$ cat src/rtl/rx_fifo_level_map.vh
// Register map, field positions, reset values and timing constants of the receive FIFO level block.
//
// Function
// - Writing one to the flag-clear bit of the control register clears the threshold flag, unless the flag is being set in the same cycle.
// - Writing zero to the flag-clear bit does nothing, and the bit always reads as zero.
// - The receive FIFO interrupt request is high only while the flag and its enable are both one.
// - The flag is set whenever the FIFO run bit is one and the five-bit byte count is equal to or above the five-bit level.
// - With the level at its reset value of zero, the flag sets as soon as the FIFO is enabled.
// - While the FIFO run bit is zero the FIFO pointer is forced to zero and held in reset.
// - The five-bit status field reports the held byte count, zero when empty, 16 when full.
// - The flag is read-only and is cleared only by reset or by a write of one to the flag-clear bit.
`ifndef RX_FIFO_LEVEL_MAP_VH
`define RX_FIFO_LEVEL_MAP_VH

// Byte offsets of the word registers.
`define REG_CTRL_OFS 12'h000
`define REG_EVT_STATUS_OFS 12'h004
`define REG_EVT_MASK_OFS 12'h008

// Field positions of the receive FIFO control and status register.
`define CTRL_LEVEL_LSB 0
`define CTRL_LEVEL_MSB 4
`define CTRL_IRQ_EN_BIT 5
`define CTRL_FLAG_CLR_BIT 6
`define CTRL_FLAG_BIT 7
`define CTRL_COUNT_LSB 8
`define CTRL_COUNT_MSB 12
`define CTRL_RUN_BIT 13

// Reset values.
`define RST_LEVEL 5'h00
`define RST_IRQ_EN 1'b0
`define RST_RUN 1'b0
`define RST_EVT_MASK 4'h0

// Event status bit positions.
`define EVT_THRESHOLD 0
`define EVT_FULL 1
`define EVT_OVERFLOW 2
`define EVT_EMPTIED 3

// Byte count of a full FIFO.
`define FIFO_FULL_COUNT 5'h10

// AHB transfer type and response codes.
`define HTRANS_NONSEQ_BIT 1
`define HRESP_OKAY 1'b0

// Read wait states inserted by the slave.
`define READ_WAIT_CYCLES 1

`endif

$ cat src/rtl/rx_threshold_flag.v
// Sticky receive threshold flag with a set-wins clear.
`timescale 1ns/1ps
`default_nettype none
module rx_threshold_flag #(
  parameter CNT_W = 5
) (
  input wire sys_clk_i,
  input wire rst_n_i,
  input wire run_i,
  input wire [CNT_W-1:0] count_i,
  input wire [CNT_W-1:0] level_i,
  input wire clear_i,
  output reg flag_o,
  output wire set_pulse_o
);

  wire set_cond;

  // Comparing only while running keeps a held FIFO from flagging on a stale count.
  assign set_cond = run_i & (count_i >= level_i);

  // Marks the cycle in which the flag rises, for the event status register.
  assign set_pulse_o = set_cond & ~flag_o;

  // A set in the same cycle as a clear wins, so no crossing of the level is lost.
  always @(posedge sys_clk_i or negedge rst_n_i) begin
    if (!rst_n_i) begin
      flag_o <= 1'b0;
    end else if (set_cond) begin
      flag_o <= 1'b1;
    end else if (clear_i) begin
      flag_o <= 1'b0;
    end else begin
      flag_o <= flag_o;
    end
  end

endmodule
`default_nettype wire

$ cat src/rtl/rx_fifo_level_irq.v
// Receive FIFO level interrupt block with an AHB-Lite register slave.
`timescale 1ns/1ps
`default_nettype none
`include "rx_fifo_level_map.vh"
module rx_fifo_level_irq #(
  parameter ADDR_W = 12,
  parameter CNT_W = 5,
  parameter EVT_N = 4
) (
  input wire sys_clk_i,
  input wire rst_n_i,
  input wire hsel_i,
  input wire [ADDR_W-1:0] haddr_i,
  input wire [1:0] htrans_i,
  input wire hwrite_i,
  input wire [2:0] hsize_i,
  input wire [31:0] hwdata_i,
  input wire hready_i,
  output wire hreadyout_o,
  output wire hresp_o,
  output reg [31:0] hrdata_o,
  input wire [CNT_W-1:0] rx_fifo_byte_count_i,
  output wire rx_fifo_run_not_reset_o,
  output wire rx_fifo_ptr_reset_o,
  output wire rx_fifo_irq_o,
  output wire irq_o
);

  localparam [2:0] ST_IDLE = 3'b001;
  localparam [2:0] ST_RWAIT = 3'b010;
  localparam [2:0] ST_RDONE = 3'b100;

  reg [2:0] state;
  reg [2:0] next_state;

  reg dp_write;
  reg [ADDR_W-1:0] dp_addr;

  reg [CNT_W-1:0] rx_threshold_level;
  reg rx_threshold_irq_enable;
  reg rx_fifo_run_not_reset;
  reg [EVT_N-1:0] evt_status;
  reg [EVT_N-1:0] evt_mask;
  reg [CNT_W-1:0] count_prev;

  wire take;
  wire wr_en;
  wire wr_ctrl;
  wire wr_status;
  wire wr_mask;
  wire rx_threshold_flag_clear;
  wire rx_threshold_flag;
  wire flag_set_pulse;
  wire [CNT_W-1:0] rx_fifo_byte_count;
  wire [EVT_N-1:0] evt_pulse;
  wire [EVT_N-1:0] evt_w1c;
  wire [15:0] ctrl_word;
  reg [31:0] read_word;

  // The slave takes a transfer only when the bus is ready and the type is NONSEQ or SEQ.
  assign take = hsel_i & htrans_i[`HTRANS_NONSEQ_BIT] & hready_i;

  // Writes complete with no wait state; the register update lands at the end of the data phase.
  assign wr_en = dp_write;
  assign wr_ctrl = wr_en & (dp_addr == `REG_CTRL_OFS);
  assign wr_status = wr_en & (dp_addr == `REG_EVT_STATUS_OFS);
  assign wr_mask = wr_en & (dp_addr == `REG_EVT_MASK_OFS);

  // Only a written one clears the flag; a written zero leaves it untouched.
  assign rx_threshold_flag_clear = wr_ctrl & hwdata_i[`CTRL_FLAG_CLR_BIT];

  // A held FIFO has its pointer at zero, so the block reports it as empty.
  assign rx_fifo_byte_count = rx_fifo_run_not_reset ? rx_fifo_byte_count_i : {CNT_W{1'b0}};

  // Address phase capture for reads and writes.
  always @(posedge sys_clk_i or negedge rst_n_i) begin
    if (!rst_n_i) begin
      dp_write <= 1'b0;
      dp_addr <= {ADDR_W{1'b0}};
    end else if (hready_i) begin
      dp_write <= take & hwrite_i;
      if (take) begin
        dp_addr <= haddr_i;
      end
    end
  end

  // Reads take one wait state so that a write just before them is already visible.
  always @* begin
    next_state = state;
    case (state)
      ST_IDLE: begin
        if (take & ~hwrite_i) begin
          next_state = ST_RWAIT;
        end
      end
      ST_RWAIT: begin
        next_state = ST_RDONE;
      end
      ST_RDONE: begin
        if (take & ~hwrite_i) begin
          next_state = ST_RWAIT;
        end else begin
          next_state = ST_IDLE;
        end
      end
      default: begin
        next_state = ST_IDLE;
      end
    endcase
  end

  always @(posedge sys_clk_i or negedge rst_n_i) begin
    if (!rst_n_i) begin
      state <= ST_IDLE;
    end else begin
      state <= next_state;
    end
  end

  // The read address is kept in dp_addr; a read never overlaps a write data phase.
  always @(posedge sys_clk_i or negedge rst_n_i) begin
    if (!rst_n_i) begin
      hrdata_o <= 32'h00000000;
    end else if (state == ST_RWAIT) begin
      hrdata_o <= read_word;
    end
  end

  assign hreadyout_o = (state != ST_RWAIT);
  assign hresp_o = `HRESP_OKAY;

  // The flag-clear bit and the reserved top bits read as zero.
  assign ctrl_word = {
    2'b00,
    rx_fifo_run_not_reset,
    rx_fifo_byte_count,
    rx_threshold_flag,
    1'b0,
    rx_threshold_irq_enable,
    rx_threshold_level
  };

  // Unmapped addresses read as zero and ignore writes.
  always @* begin
    read_word = 32'h00000000;
    case (dp_addr)
      `REG_CTRL_OFS: begin
        read_word = {16'h0000, ctrl_word};
      end
      `REG_EVT_STATUS_OFS: begin
        read_word[EVT_N-1:0] = evt_status;
      end
      `REG_EVT_MASK_OFS: begin
        read_word[EVT_N-1:0] = evt_mask;
      end
      default: begin
        read_word = 32'h00000000;
      end
    endcase
  end

  // Level and run bit written together take effect on the same edge, so no early flag occurs.
  always @(posedge sys_clk_i or negedge rst_n_i) begin
    if (!rst_n_i) begin
      rx_threshold_level <= `RST_LEVEL;
      rx_threshold_irq_enable <= `RST_IRQ_EN;
      rx_fifo_run_not_reset <= `RST_RUN;
    end else if (wr_ctrl) begin
      rx_threshold_level <= hwdata_i[`CTRL_LEVEL_MSB:`CTRL_LEVEL_LSB];
      rx_threshold_irq_enable <= hwdata_i[`CTRL_IRQ_EN_BIT];
      rx_fifo_run_not_reset <= hwdata_i[`CTRL_RUN_BIT];
    end
  end

  always @(posedge sys_clk_i or negedge rst_n_i) begin
    if (!rst_n_i) begin
      evt_mask <= `RST_EVT_MASK;
    end else if (wr_mask) begin
      evt_mask <= hwdata_i[EVT_N-1:0];
    end
  end

  rx_threshold_flag #(
    .CNT_W(CNT_W)
  ) u_flag (
    .sys_clk_i(sys_clk_i),
    .rst_n_i(rst_n_i),
    .run_i(rx_fifo_run_not_reset),
    .count_i(rx_fifo_byte_count),
    .level_i(rx_threshold_level),
    .clear_i(rx_threshold_flag_clear),
    .flag_o(rx_threshold_flag),
    .set_pulse_o(flag_set_pulse)
  );

  // Previous count, used to spot the cycle in which the FIFO fills or drains.
  always @(posedge sys_clk_i or negedge rst_n_i) begin
    if (!rst_n_i) begin
      count_prev <= {CNT_W{1'b0}};
    end else begin
      count_prev <= rx_fifo_byte_count;
    end
  end

  assign evt_pulse[`EVT_THRESHOLD] = flag_set_pulse;
  assign evt_pulse[`EVT_FULL] = (rx_fifo_byte_count == `FIFO_FULL_COUNT) &
                                (count_prev != `FIFO_FULL_COUNT);
  // A count above sixteen cannot come from a healthy FIFO and is reported once per entry.
  assign evt_pulse[`EVT_OVERFLOW] = (rx_fifo_byte_count > `FIFO_FULL_COUNT) &
                                    (count_prev <= `FIFO_FULL_COUNT);
  assign evt_pulse[`EVT_EMPTIED] = rx_fifo_run_not_reset &
                                   (rx_fifo_byte_count == {CNT_W{1'b0}}) &
                                   (count_prev != {CNT_W{1'b0}});

  assign evt_w1c = wr_status ? hwdata_i[EVT_N-1:0] : {EVT_N{1'b0}};

  // Each sticky event bit lets a new event win over a clear in the same cycle.
  genvar gi;
  generate
    for (gi = 0; gi < EVT_N; gi = gi + 1) begin : g_evt
      always @(posedge sys_clk_i or negedge rst_n_i) begin
        if (!rst_n_i) begin
          evt_status[gi] <= 1'b0;
        end else if (evt_pulse[gi]) begin
          evt_status[gi] <= 1'b1;
        end else if (evt_w1c[gi]) begin
          evt_status[gi] <= 1'b0;
        end
      end
    end
  endgenerate

  assign rx_fifo_run_not_reset_o = rx_fifo_run_not_reset;
  assign rx_fifo_ptr_reset_o = ~rx_fifo_run_not_reset;
  assign rx_fifo_irq_o = rx_threshold_flag & rx_threshold_irq_enable;
  assign irq_o = |(evt_status & evt_mask);

  // The transfer size is not checked: only whole-word transfers are expected.
  wire unused_size;
  assign unused_size = |hsize_i;

endmodule
`default_nettype wire

$ cat config.mk
export PLATFORM = sky130hd
export DESIGN_NAME = rx_fifo_level_irq
export DESIGN_NICKNAME = d
export VERILOG_FILES = /design/src/rtl/rx_threshold_flag.v /design/src/rtl/rx_fifo_level_irq.v
export VERILOG_INCLUDE_DIRS = /design/src /design/src/rtl
export SDC_FILE = /design/constraint.sdc
export NUM_CORES = 1
export LEC_CHECK = 0
export BUFFER_PORTS_ARGS = -buffer_cell sky130_fd_sc_hd__buf_2
export CAP_MARGIN = 0
export CORE_ASPECT_RATIO = 1.4
export CORE_MARGIN = 5
export CORE_UTILIZATION = 40
export DETAILED_ROUTE_END_ITERATION = 7
export PLACE_DENSITY = 0.68
export SYNTH_ARGS = -nofsm -noshare
export SYNTH_HDL_FRONTEND = slang
export SYNTH_SLANG_ARGS = --single-unit
$ cat constraint.sdc
create_clock -name sys_clk_i -period 3.51 [get_ports sys_clk_i]
set_clock_uncertainty 0.1 [all_clocks]
set_input_delay 0.5265 -clock sys_clk_i [delete_from_list [all_inputs] [get_ports sys_clk_i]]
set_output_delay 0.5265 -clock sys_clk_i [all_outputs]
set_load 0.02 [all_outputs]
Word-level counts from Yosys, hierarchy flattened
Cells that the tools add are included.
Word-level totals
  bits in registers: 69
  output and inout port bits: 38
Cells by class
  order comparisons: 3
  equality and inequality tests: 9
  multiplexer cells: 17
  bitwise gates (word level): 19
  reduce and logical (&&, ||, !) cells: 10
Operators with widths (number)
  1-bit bitwise AND: 15
  12-bit by 3-bit equality test with 1-bit output, second input constant: 1
  12-bit by 4-bit equality test with 1-bit output, second input constant: 1
  12-bit zero test: 1
  4-bit case mux with 3 select lines: 1
  1-bit two-way mux: 10
  10-bit two-way mux: 1
  2-bit nonzero test: 5
  3-bit case mux with 3 select lines: 1
  5-bit equality test, second input constant: 1
  5-bit >= comparator: 1
  5-bit greater-than comparator, second input constant: 1
  5-bit less-or-equal comparator, second input constant: 1
  5-bit zero test: 1
  5-bit two-way mux: 1
  5-bit inequality test, second input constant: 1
  5-bit nonzero test: 1
  4-bit bitwise AND: 1
  4-bit two-way mux: 1
  4-bit OR reduction: 1
  3-bit by 1-bit equality test with 1-bit output, second input constant: 1
  3-bit by 2-bit equality test with 1-bit output, second input constant: 1
  3-bit equality test, second input constant: 1
  3-bit two-way mux: 1
  other kinds (5): 7

Logic depth before layout (Yosys ltp)
Gate-level depths: netlist (run 1).
  word-level depth: 5
  depth in mapped cells: 7

Modules after synthesis
From an unflattened synthesis (run 1), not the netlist that was laid out.
Unflattened totals
  cells, all modules: 206
  area total of the unflattened synthesis: 2382.3 um^2
By module, submodules not included
  rx_fifo_level_irq: instances 1, cells an instance 185, area an instance 2207.1 um^2, sequential area each 1227.4 um^2
  rx_threshold_flag: instances 1, cells an instance 21, area an instance 175.2 um^2, sequential area each 25.0 um^2

Least setup slack after synthesis (run 1)
OpenSTA, ideal clock, no wires.
  path type: reg-to-reg
  start: reg rx_fifo_run_not_reset, in the netlist rx_fifo_run_not_reset_o
  end: reg u_flag.flag_o
  data arrival time: 1.806 ns
  data required time: 3.291 ns
  setup slack: 1.485 ns
  stages on the path, launching flop included: 8
  path buffers: 1
  clock period less this slack: 2.025 ns
  cell sequence: dfrtp_1 > clkbuf_1 > and2_1 > ha_1 > a21oi_1 > o21ai_0 > a41oi_1 > a21bo_2
On the way
  longest elaborated chain between the ends: 4
Ends and longest elaborated chain
  from (decl): line rx_fifo_level_irq.v:41  | reg rx_fifo_run_not_reset;
  from (signal assigned): line rx_fifo_level_irq.v:168  | rx_fifo_run_not_reset <= `RST_RUN;
  from (signal assigned): line rx_fifo_level_irq.v:172  | rx_fifo_run_not_reset <= hwdata_i[`CTRL_RUN_BIT];
  5-bit two-way mux *: line rx_fifo_level_irq.v:73  | assign rx_fifo_byte_count = rx_fifo_run_not_reset ? rx_fifo_byte_count_i : {CNT_W{1'b0}};
  net rx_fifo_byte_count[2]: line rx_fifo_level_irq.v:54  | wire [CNT_W-1:0] rx_fifo_byte_count;
  5-bit >= comparator *: line rx_threshold_flag.v:20  | assign set_cond = run_i & (count_i >= level_i);
  1-bit bitwise AND *: line rx_threshold_flag.v:20
  1-bit two-way mux or 2-bit nonzero test (tied branches)
  to (signal assigned): line rx_threshold_flag.v:34  | flag_o <= flag_o;
  to (decl): line rx_threshold_flag.v:13  | output reg flag_o,
Mark *: on every way through the listed nets, which the timed path passes. The rest lies on a longest branch.
A chain may end at the register's enable or synchronous reset.

Worst setup path in the final report (run 1)
  start: reg state[0]
  end: out hreadyout_o
On the way
  longest elaborated chain between the ends: 1
Ends and longest elaborated chain
  from (decl): line rx_fifo_level_irq.v:33  | reg [2:0] state;
  from (signal assigned): line rx_fifo_level_irq.v:117  | state <= next_state;
  3-bit by 2-bit inequality test with 1-bit output: line rx_fifo_level_irq.v:130  | assign hreadyout_o = (state != ST_RWAIT);
  to (decl): line rx_fifo_level_irq.v:19  | output wire hreadyout_o,
Every way passes these cells.

==> qor.csv, run 1 <==
metric;value;unit
power_report.internal_total;949;uW
layout.nets;305;
drcViolationCount;0;
critical_path_peak_fanout;14;
critical_path.n_buffers_inverters;2;
vias_per_cell;5.07;
detailedPlace.worstSlack;1.31;ns
async_flop_share;100;%
critical_path.startpoint_type;flop;
pwr-share-comb;15.2;%
min_period_over_period;68.0;%
synthesis.area_per_instance;12.4;um2
worstReg2RegStart;dp_addr[9]$_DFFE_PN0P_;
share_seq_of_total_power;54.2;%
timing.final.max_slew_violations;0;
period_needed;2.39;ns
worstSetupEndpointType;primary output;
syn-cell-area;2390;um2
critPathKind;flop to primary output;
max_cap_violations;0;
required;2.88;ns
die_width;75.3;um
placement_rows;33;
fmaxAchievable;419;MHz
ir_worst_vdd;0.258;mV
grt_use_total;12.8;%
first_pass_iters;4;
floorplan.core_area;5820;um2
routed-via-count;1583;
hold_path.startpoint;hwrite_i;
yosys_register_bits;50;
wire_per_inst;15.1;um
hold_class;primary input to flop;
power.total;1.30;mW
tritoncts;built;
ys.warnings.count;0;
synth_top_area_share;51.3;%
ys_dominant_reg_cell;sky130_fd_sc_hd__dfrtp_1;
drt_first_iter_violations;49;
setup_viol;0;
synth_area_leaders;sky130_fd_sc_hd__dfrtp_1, sky130_fd_sc_hd__mux2_2, sky130_fd_sc_hd__buf_4;
n_antenna_cell;0;
crit_path_max_incr_delay;0.56;ns
transition_at_the_pin_with_the_smallest_max_transition_slack;1.11;ns
clk-insertion-delay-late;0.30;ns
finalWorstSetupSlack;1.12;ns
critPathLaunch;state[0]$_DFFE_PN1P_;
floorplan.initialDensity;41.0;%
grt_pass1_wl;7490;um
worst-endpoint-arrival;1.76;ns
final_layout_size_suffix_gt1_share;36.8;%
route.antenna.remaining_nets;0;
synth-seq-area-share;52.4;%
routed_wl;4710;um
hold_violations;0;
netlist-cell-type-count;41;
post-synth-top-area-cell;sky130_fd_sc_hd__dfrtp_1;
first_global_vias;1542;
globalRoute.totalOverflow;0;
cp_cell_sequence;nor2_1, and2_0, inv_1, buf_2;
postLayoutCellArea;2720;um2
power_frac_clock;30.6;%
syn-instance-count;193;
design.portCount;97;
setup_tns;0;ns
clk_pin_slew;0.09;ns
final_cell_mix;sky130_fd_sc_hd__dfrtp_1, sky130_fd_sc_hd__buf_2, sky130_fd_sc_hd__conb_1, sky130_fd_sc_hd__mux2_2, sky130_fd_sc_hd__nand2_1;
dieArea;7640;um2
final.fill_count;536;
antenna_found_initial;0;
area_delta_synth_final;13.7;%
place_area;2610;um2
fp.dieH;101;um
path_delay_family;buffers and inverters;
cts_max_level;2;
max-clock-path-buffers;2;
hpwl;3590;um
grt_setup_unrepaired;false;
netSwitchingFraction;27.2;%
pin_count_of_the_biggest_net_entering_global_routing;51;
post_cts_buffers;0;
cts_num_sinks;50;
timing.critical_path.slowest_stage_cell;sky130_fd_sc_hd__dfstp_2;
final_common_cell;sky130_fd_sc_hd__dfrtp_1;
slew_headroom;25.8;%
postCtsResizedCells;0;
synth_edf_count;0;
number_of_port_buffers;48;
gpl.final_weighted_congestion;0.774;
power.density;480;nW/um2
cts_root_buf;sky130_fd_sc_hd__clkbuf_8;
total_switching_power;354;uW
p_leak;1.35;nW
status;complete, no violations;
tritoncts_buffer_count;5;
finish.cell_count_without_fillers;312;
cts.hold.buffers_added;0;
dp_cells;304;
[Yosys cell counts (all sizes together) (2+ instances only)]
cell type and n:
mux2 23, a221o 4, nand3 3, clkbuf 3
a21oi 2, a22oi 2, nand4 2, buf 23
nand2 11, a22o 10, o2bb2ai 2, o21ai 2
inv 10, nor4 6, ha 5, nor2 9
mux2i 4, or4 2, and2 6, dfrtp 49
and3 2
[layout make-up]
class                      instances  area (um2)  share of cell area, %
multi-input combinational        126         987                   36.4
tap                               70        87.6                   3.23
clock buffer                       6        72.6                   2.67
inverter                          10        37.5                   1.38
clock inverter                     2        37.5                   1.38
sequential                        50        1250                   46.1
timing repair buffer              48         240                   8.85
[sequential cells by signal, summed over array words and instances (netlist names)]
| register | flops |
|---|---|
| rx_threshold_irq_enable | 1 |
| evt_mask | 4 |
| u_flag.flag_o | 1 |
| hrdata_o | 13 |
| evt_status | 4 |
| dp_write | 1 |
| count_prev | 5 |
| rx_fifo_run_not_reset_o | 1 |
| dp_addr | 12 |
| rx_threshold_level | 5 |
| state | 3 |
[layer usage]
layer	global-route usage, %	part of all wire (%)	wire length [um]
met5	0	0	0
met2	21.4	50	2350
met4	5.25	1.5	72
met3	2.58	7.1	334
met1	16.0	41	1950
[worst register-to-register path, stage by stage (launching register included)]
cell and delay [ns]:
sky130_fd_sc_hd__dfrtp_1 0.40, sky130_fd_sc_hd__or4_4 0.58, sky130_fd_sc_hd__nor2_2 0.17, sky130_fd_sc_hd__and3_1 0.49, sky130_fd_sc_hd__mux2_4 0.34
[logic make-up after synthesis]
kind of cell    count (synthesis)  share of synthesized area [%]
flops                          50                           52.4
mux                            27                           13.6
buf+inv                        36                           9.22
fa+ha+maj                       5                           2.62
other cells                     1                          0.157
xor+xnor                        1                          0.367
simple gates                   46                           12.2
compound gates                 27                           9.38
[stage by stage]
step	util (%)	hold slack (ns)
2_1_floorplan	-	0.131
3_3_place_gp	44.7	0.348
3_5_place_dp	44.7	0.352
4_1_cts	46.6	0.307
5_1_grt	46.6	0.301
6_report	46.6	0.316
[power groups by stage]
stage          clock network [mW]  registers (mW)  logic [mW]
2_1_floorplan                   0           0.691       0.168
3_3_place_gp                    0           0.716       0.193
3_5_place_dp                    0           0.715       0.200
4_1_cts                     0.412           0.706       0.200
5_1_grt                     0.432           0.718       0.220
6_report                    0.399           0.707       0.197
[path summary, 6_finish.rpt]
| kind | endpoint | slack [ns] | cells past startpoint |
|---|---|---|---|
| worst max-delay path | hreadyout_o | 1.12 | 4 |
| worst min-delay path | state[1]$_DFFE_PN0P_ | 0.32 | 2 |
| worst max register to register | rx_threshold_level[3]$_DFFE_PN0N_ | 1.31 | 4 |
| worst min register to register | state[1]$_DFFE_PN0P_ | 0.37 | 1 |
| max in group asynchronous | dp_addr[5]$_DFFE_PN0P_ | 2.29 | 1 |
| min in group asynchronous | rx_fifo_run_not_reset_o$_DFFE_PN0N_ | 0.33 | 1 |
Power figures use the tool's default switching activity.
==> run 2, diff against run 1 <==
--- a/config.mk
+++ b/config.mk
@@ -6,13 +6,14 @@
 export SDC_FILE = /design/constraint.sdc
 export NUM_CORES = 1
 export LEC_CHECK = 0
+export ABC_AREA = 1
 export BUFFER_PORTS_ARGS = -buffer_cell sky130_fd_sc_hd__buf_2
 export CAP_MARGIN = 0
 export CORE_ASPECT_RATIO = 1.4
 export CORE_MARGIN = 5
 export CORE_UTILIZATION = 40
 export DETAILED_ROUTE_END_ITERATION = 7
-export PLACE_DENSITY = 0.68
+export PLACE_DENSITY = 0.7
 export SYNTH_ARGS = -nofsm -noshare
 export SYNTH_HDL_FRONTEND = slang
 export SYNTH_SLANG_ARGS = --single-unit
==> constraint.sdc (replaced) <==
create_clock -name sys_clk_i -period 1.9 [get_ports sys_clk_i]
set_clock_uncertainty 0.1 [all_clocks]
set_input_delay 0.285 -clock sys_clk_i [delete_from_list [all_inputs] [get_ports sys_clk_i]]
set_output_delay 0.285 -clock sys_clk_i [all_outputs]
set_load 0.02 [all_outputs]
==> qor.csv, run 2 <==
metric;value;unit
hold_path.startpoint;haddr_i[8];
hpwl;4010;um
setup_viol;0;
cp_cell_sequence;inv_1, nand3_1, buf_2;
finalCoreUtilization;47.0;%
layout.nets;412;
detailedPlace.worstSlack;0.154;ns
largest_register_ffs;13;
area_delta_synth_final;16.6;%
cts_num_sinks;50;
first_pass_iters;4;
tritoncts;built;
clk_pin_slew;0.08;ns
route.antenna.remaining_nets;0;
crit_path_max_incr_delay;0.54;ns
pin_count_of_the_biggest_net_entering_global_routing;51;
power.total;2.58;mW
cell_depth_of_the_worst_min_delay_path;3;
worstReg2RegStart;rx_fifo_run_not_reset_o$_DFFE_PN0N_;
grt_setup_unrepaired;false;
grt_use_total;13.9;%
largest_register;hrdata_o;
drcViolationCount;0;
synth-seq-area-share;50.7;%
final_layout_size_suffix_gt1_share;24.1;%
worst-endpoint-arrival;1.34;ns
reg2reg_slack;0.17;ns
syn-cell-area;2470;um2
first_global_vias;1953;
synth_top_area_share;49.6;%
cts_root_buf;sky130_fd_sc_hd__clkbuf_8;
hold_violations;0;
design.portCount;97;
async_flop_share;100;%
n_antenna_cell;0;
clk-insertion-delay-late;0.30;ns
grt_pass1_wl;8780;um
critPathKind;flop to primary output;
worstSetupEndpointType;primary output;
syn-instance-count;291;
floorplan.core_area;6130;um2
dieArea;7870;um2
wire_per_inst;12.2;um
timing.critical_path.slowest_stage_cell;sky130_fd_sc_hd__dfstp_2;
power.density;895;nW/um2
synthesis.area_per_instance;8.49;um2
final.fill_count;633;
placement_rows;34;
synth.top_cells.by_count;sky130_fd_sc_hd__nand2_1, sky130_fd_sc_hd__dfrtp_1, sky130_fd_sc_hd__inv_1;
multi_input_area;987;um2
status;complete, no violations;
fp.dieH;103;um
ys_dominant_reg_cell;sky130_fd_sc_hd__dfrtp_1;
timing.reg2reg.worst_path_depth;8;
antenna_found_initial;0;
fmaxAchievable;579;MHz
min_period_over_period;91.0;%
routed_wl;5140;um
critical_path.startpoint_type;flop;
synth_edf_count;0;
post_cts_buffers;0;
p_leak;1.64;nW
period_needed;1.73;ns
ir_worst_vdd;0.440;mV
post-synth-top-area-cell;sky130_fd_sc_hd__dfrtp_1;
die_width;76.4;um
max-clock-path-buffers;2;
drt_first_iter_violations;107;
max_cap_violations;0;
required;1.51;ns
netlist-cell-type-count;31;
cts_max_level;2;
timing.final.max_slew_violations;0;
critPathLaunch;state[0]$_DFFE_PN1P_;
timing.rr.end;evt_status[0]$_DFFE_PN0P_;
setup_tns;0;ns
routed-via-count;1967;
globalRoute.totalOverflow;0;
layout_top_registers;hrdata_o: 13 flops, dp_addr: 12 flops;
vias_per_cell;4.67;
tritoncts_buffer_count;5;
gpl.final_weighted_congestion;0.827;
ys.warnings.count;0;
worst_hold_path.endpoint;dp_addr[8]$_DFFE_PN0P_;
final_common_cell;sky130_fd_sc_hd__nand2_1;
critical_path_peak_fanout;5;
number_of_port_buffers;48;
hold_class;primary input to flop;
final_cell_mix;sky130_fd_sc_hd__nand2_1, sky130_fd_sc_hd__dfrtp_1, sky130_fd_sc_hd__buf_2, sky130_fd_sc_hd__inv_1, sky130_fd_sc_hd__nand3_1;
floorplan.initialDensity;40.3;%
yosys_register_bits;50;
register_area;1250;um2
synth_area_leaders;sky130_fd_sc_hd__dfrtp_1, sky130_fd_sc_hd__nand2_1, sky130_fd_sc_hd__buf_4;
finalWorstSetupSlack;0.172;ns
post-synth-top-count-cell;sky130_fd_sc_hd__nand2_1;
[run 2: cell type report]
cell class	count	area share (%)
sequential	50	43.5
multi-input combinational	204	34.3
timing repair buffer	58	11.5
inverter	29	3.95
tap	72	3.13
clock buffer	7	2.65
clock inverter	1	1.04
[run 2: how the worst max path moves through the flow]
stage / endpoint / slack (ns) / cells after the start
floorplan: evt_status[0]$_DFFE_PN0P_ / 0.13 / 9
global placement: evt_status[0]$_DFFE_PN0P_ / 0.21 / 8
CTS: evt_status[0]$_DFFE_PN0P_ / 0.12 / 8
global route: evt_status[0]$_DFFE_PN0P_ / 0.07 / 8
detailed placement: evt_status[0]$_DFFE_PN0P_ / 0.15 / 8
finish: hreadyout_o / 0.17 / 3
[run 2: repair_timing]
action,CTS,global route
hold endpoints to repair,49,0
resized for setup,0,1
hold buffers,1,0
endpoints found under the setup margin,0,1
[run 2: cells by family (layout without fill, tap and decap cells)]
logic type | after synthesis | count (layout) | synth area share (%)
simple gates | 150 | 150 | 26.6
other cells | 1 | 20 | 0.152
fa+ha+maj | 5 | 5 | 2.53
buf+inv | 56 | 95 | 12.3
compound gates | 29 | 29 | 7.80
flops | 50 | 50 | 50.7
[run 2: worst max-delay path, delay by kind of cell, from the launching register on]
| family | cells | cell delay [ns] |
|---|---|---|
| AND/OR/NAND/NOR | 1 | 0.23 |
| buffers and inverters | 2 | 0.27 |
| flip-flops | 1 | 0.54 |
[run 2: report_power, final]
part           internal (mW)  switching, mW  total [mW]
Clock                  0.394          0.337       0.732
Sequential              1.20          0.103        1.31
Combinational          0.197          0.346       0.543
Total                   1.79          0.786        2.58
[run 2: metal layers]
metal	share of wire, %	global-route usage (%)	up-vias	wire [um]
met5	0	0	-	0
li1	-	-	993	-
met3	5.2	2.71	6	268
met1	39	15.6	920	2030
met4	1.5	5.38	0	79
met2	54	26.0	48	2760
[run 2: per-stage QoR]
step                      hold slack, ns  std cells  instance area, um2
final                             0.0752        421                2880
after global routing              0.0706        421                2880
after CTS                         0.0595        421                2880
after detailed placement           0.194        412                2760
after global placement             0.191        412                2760
after floorplan                   -0.111        310                2540
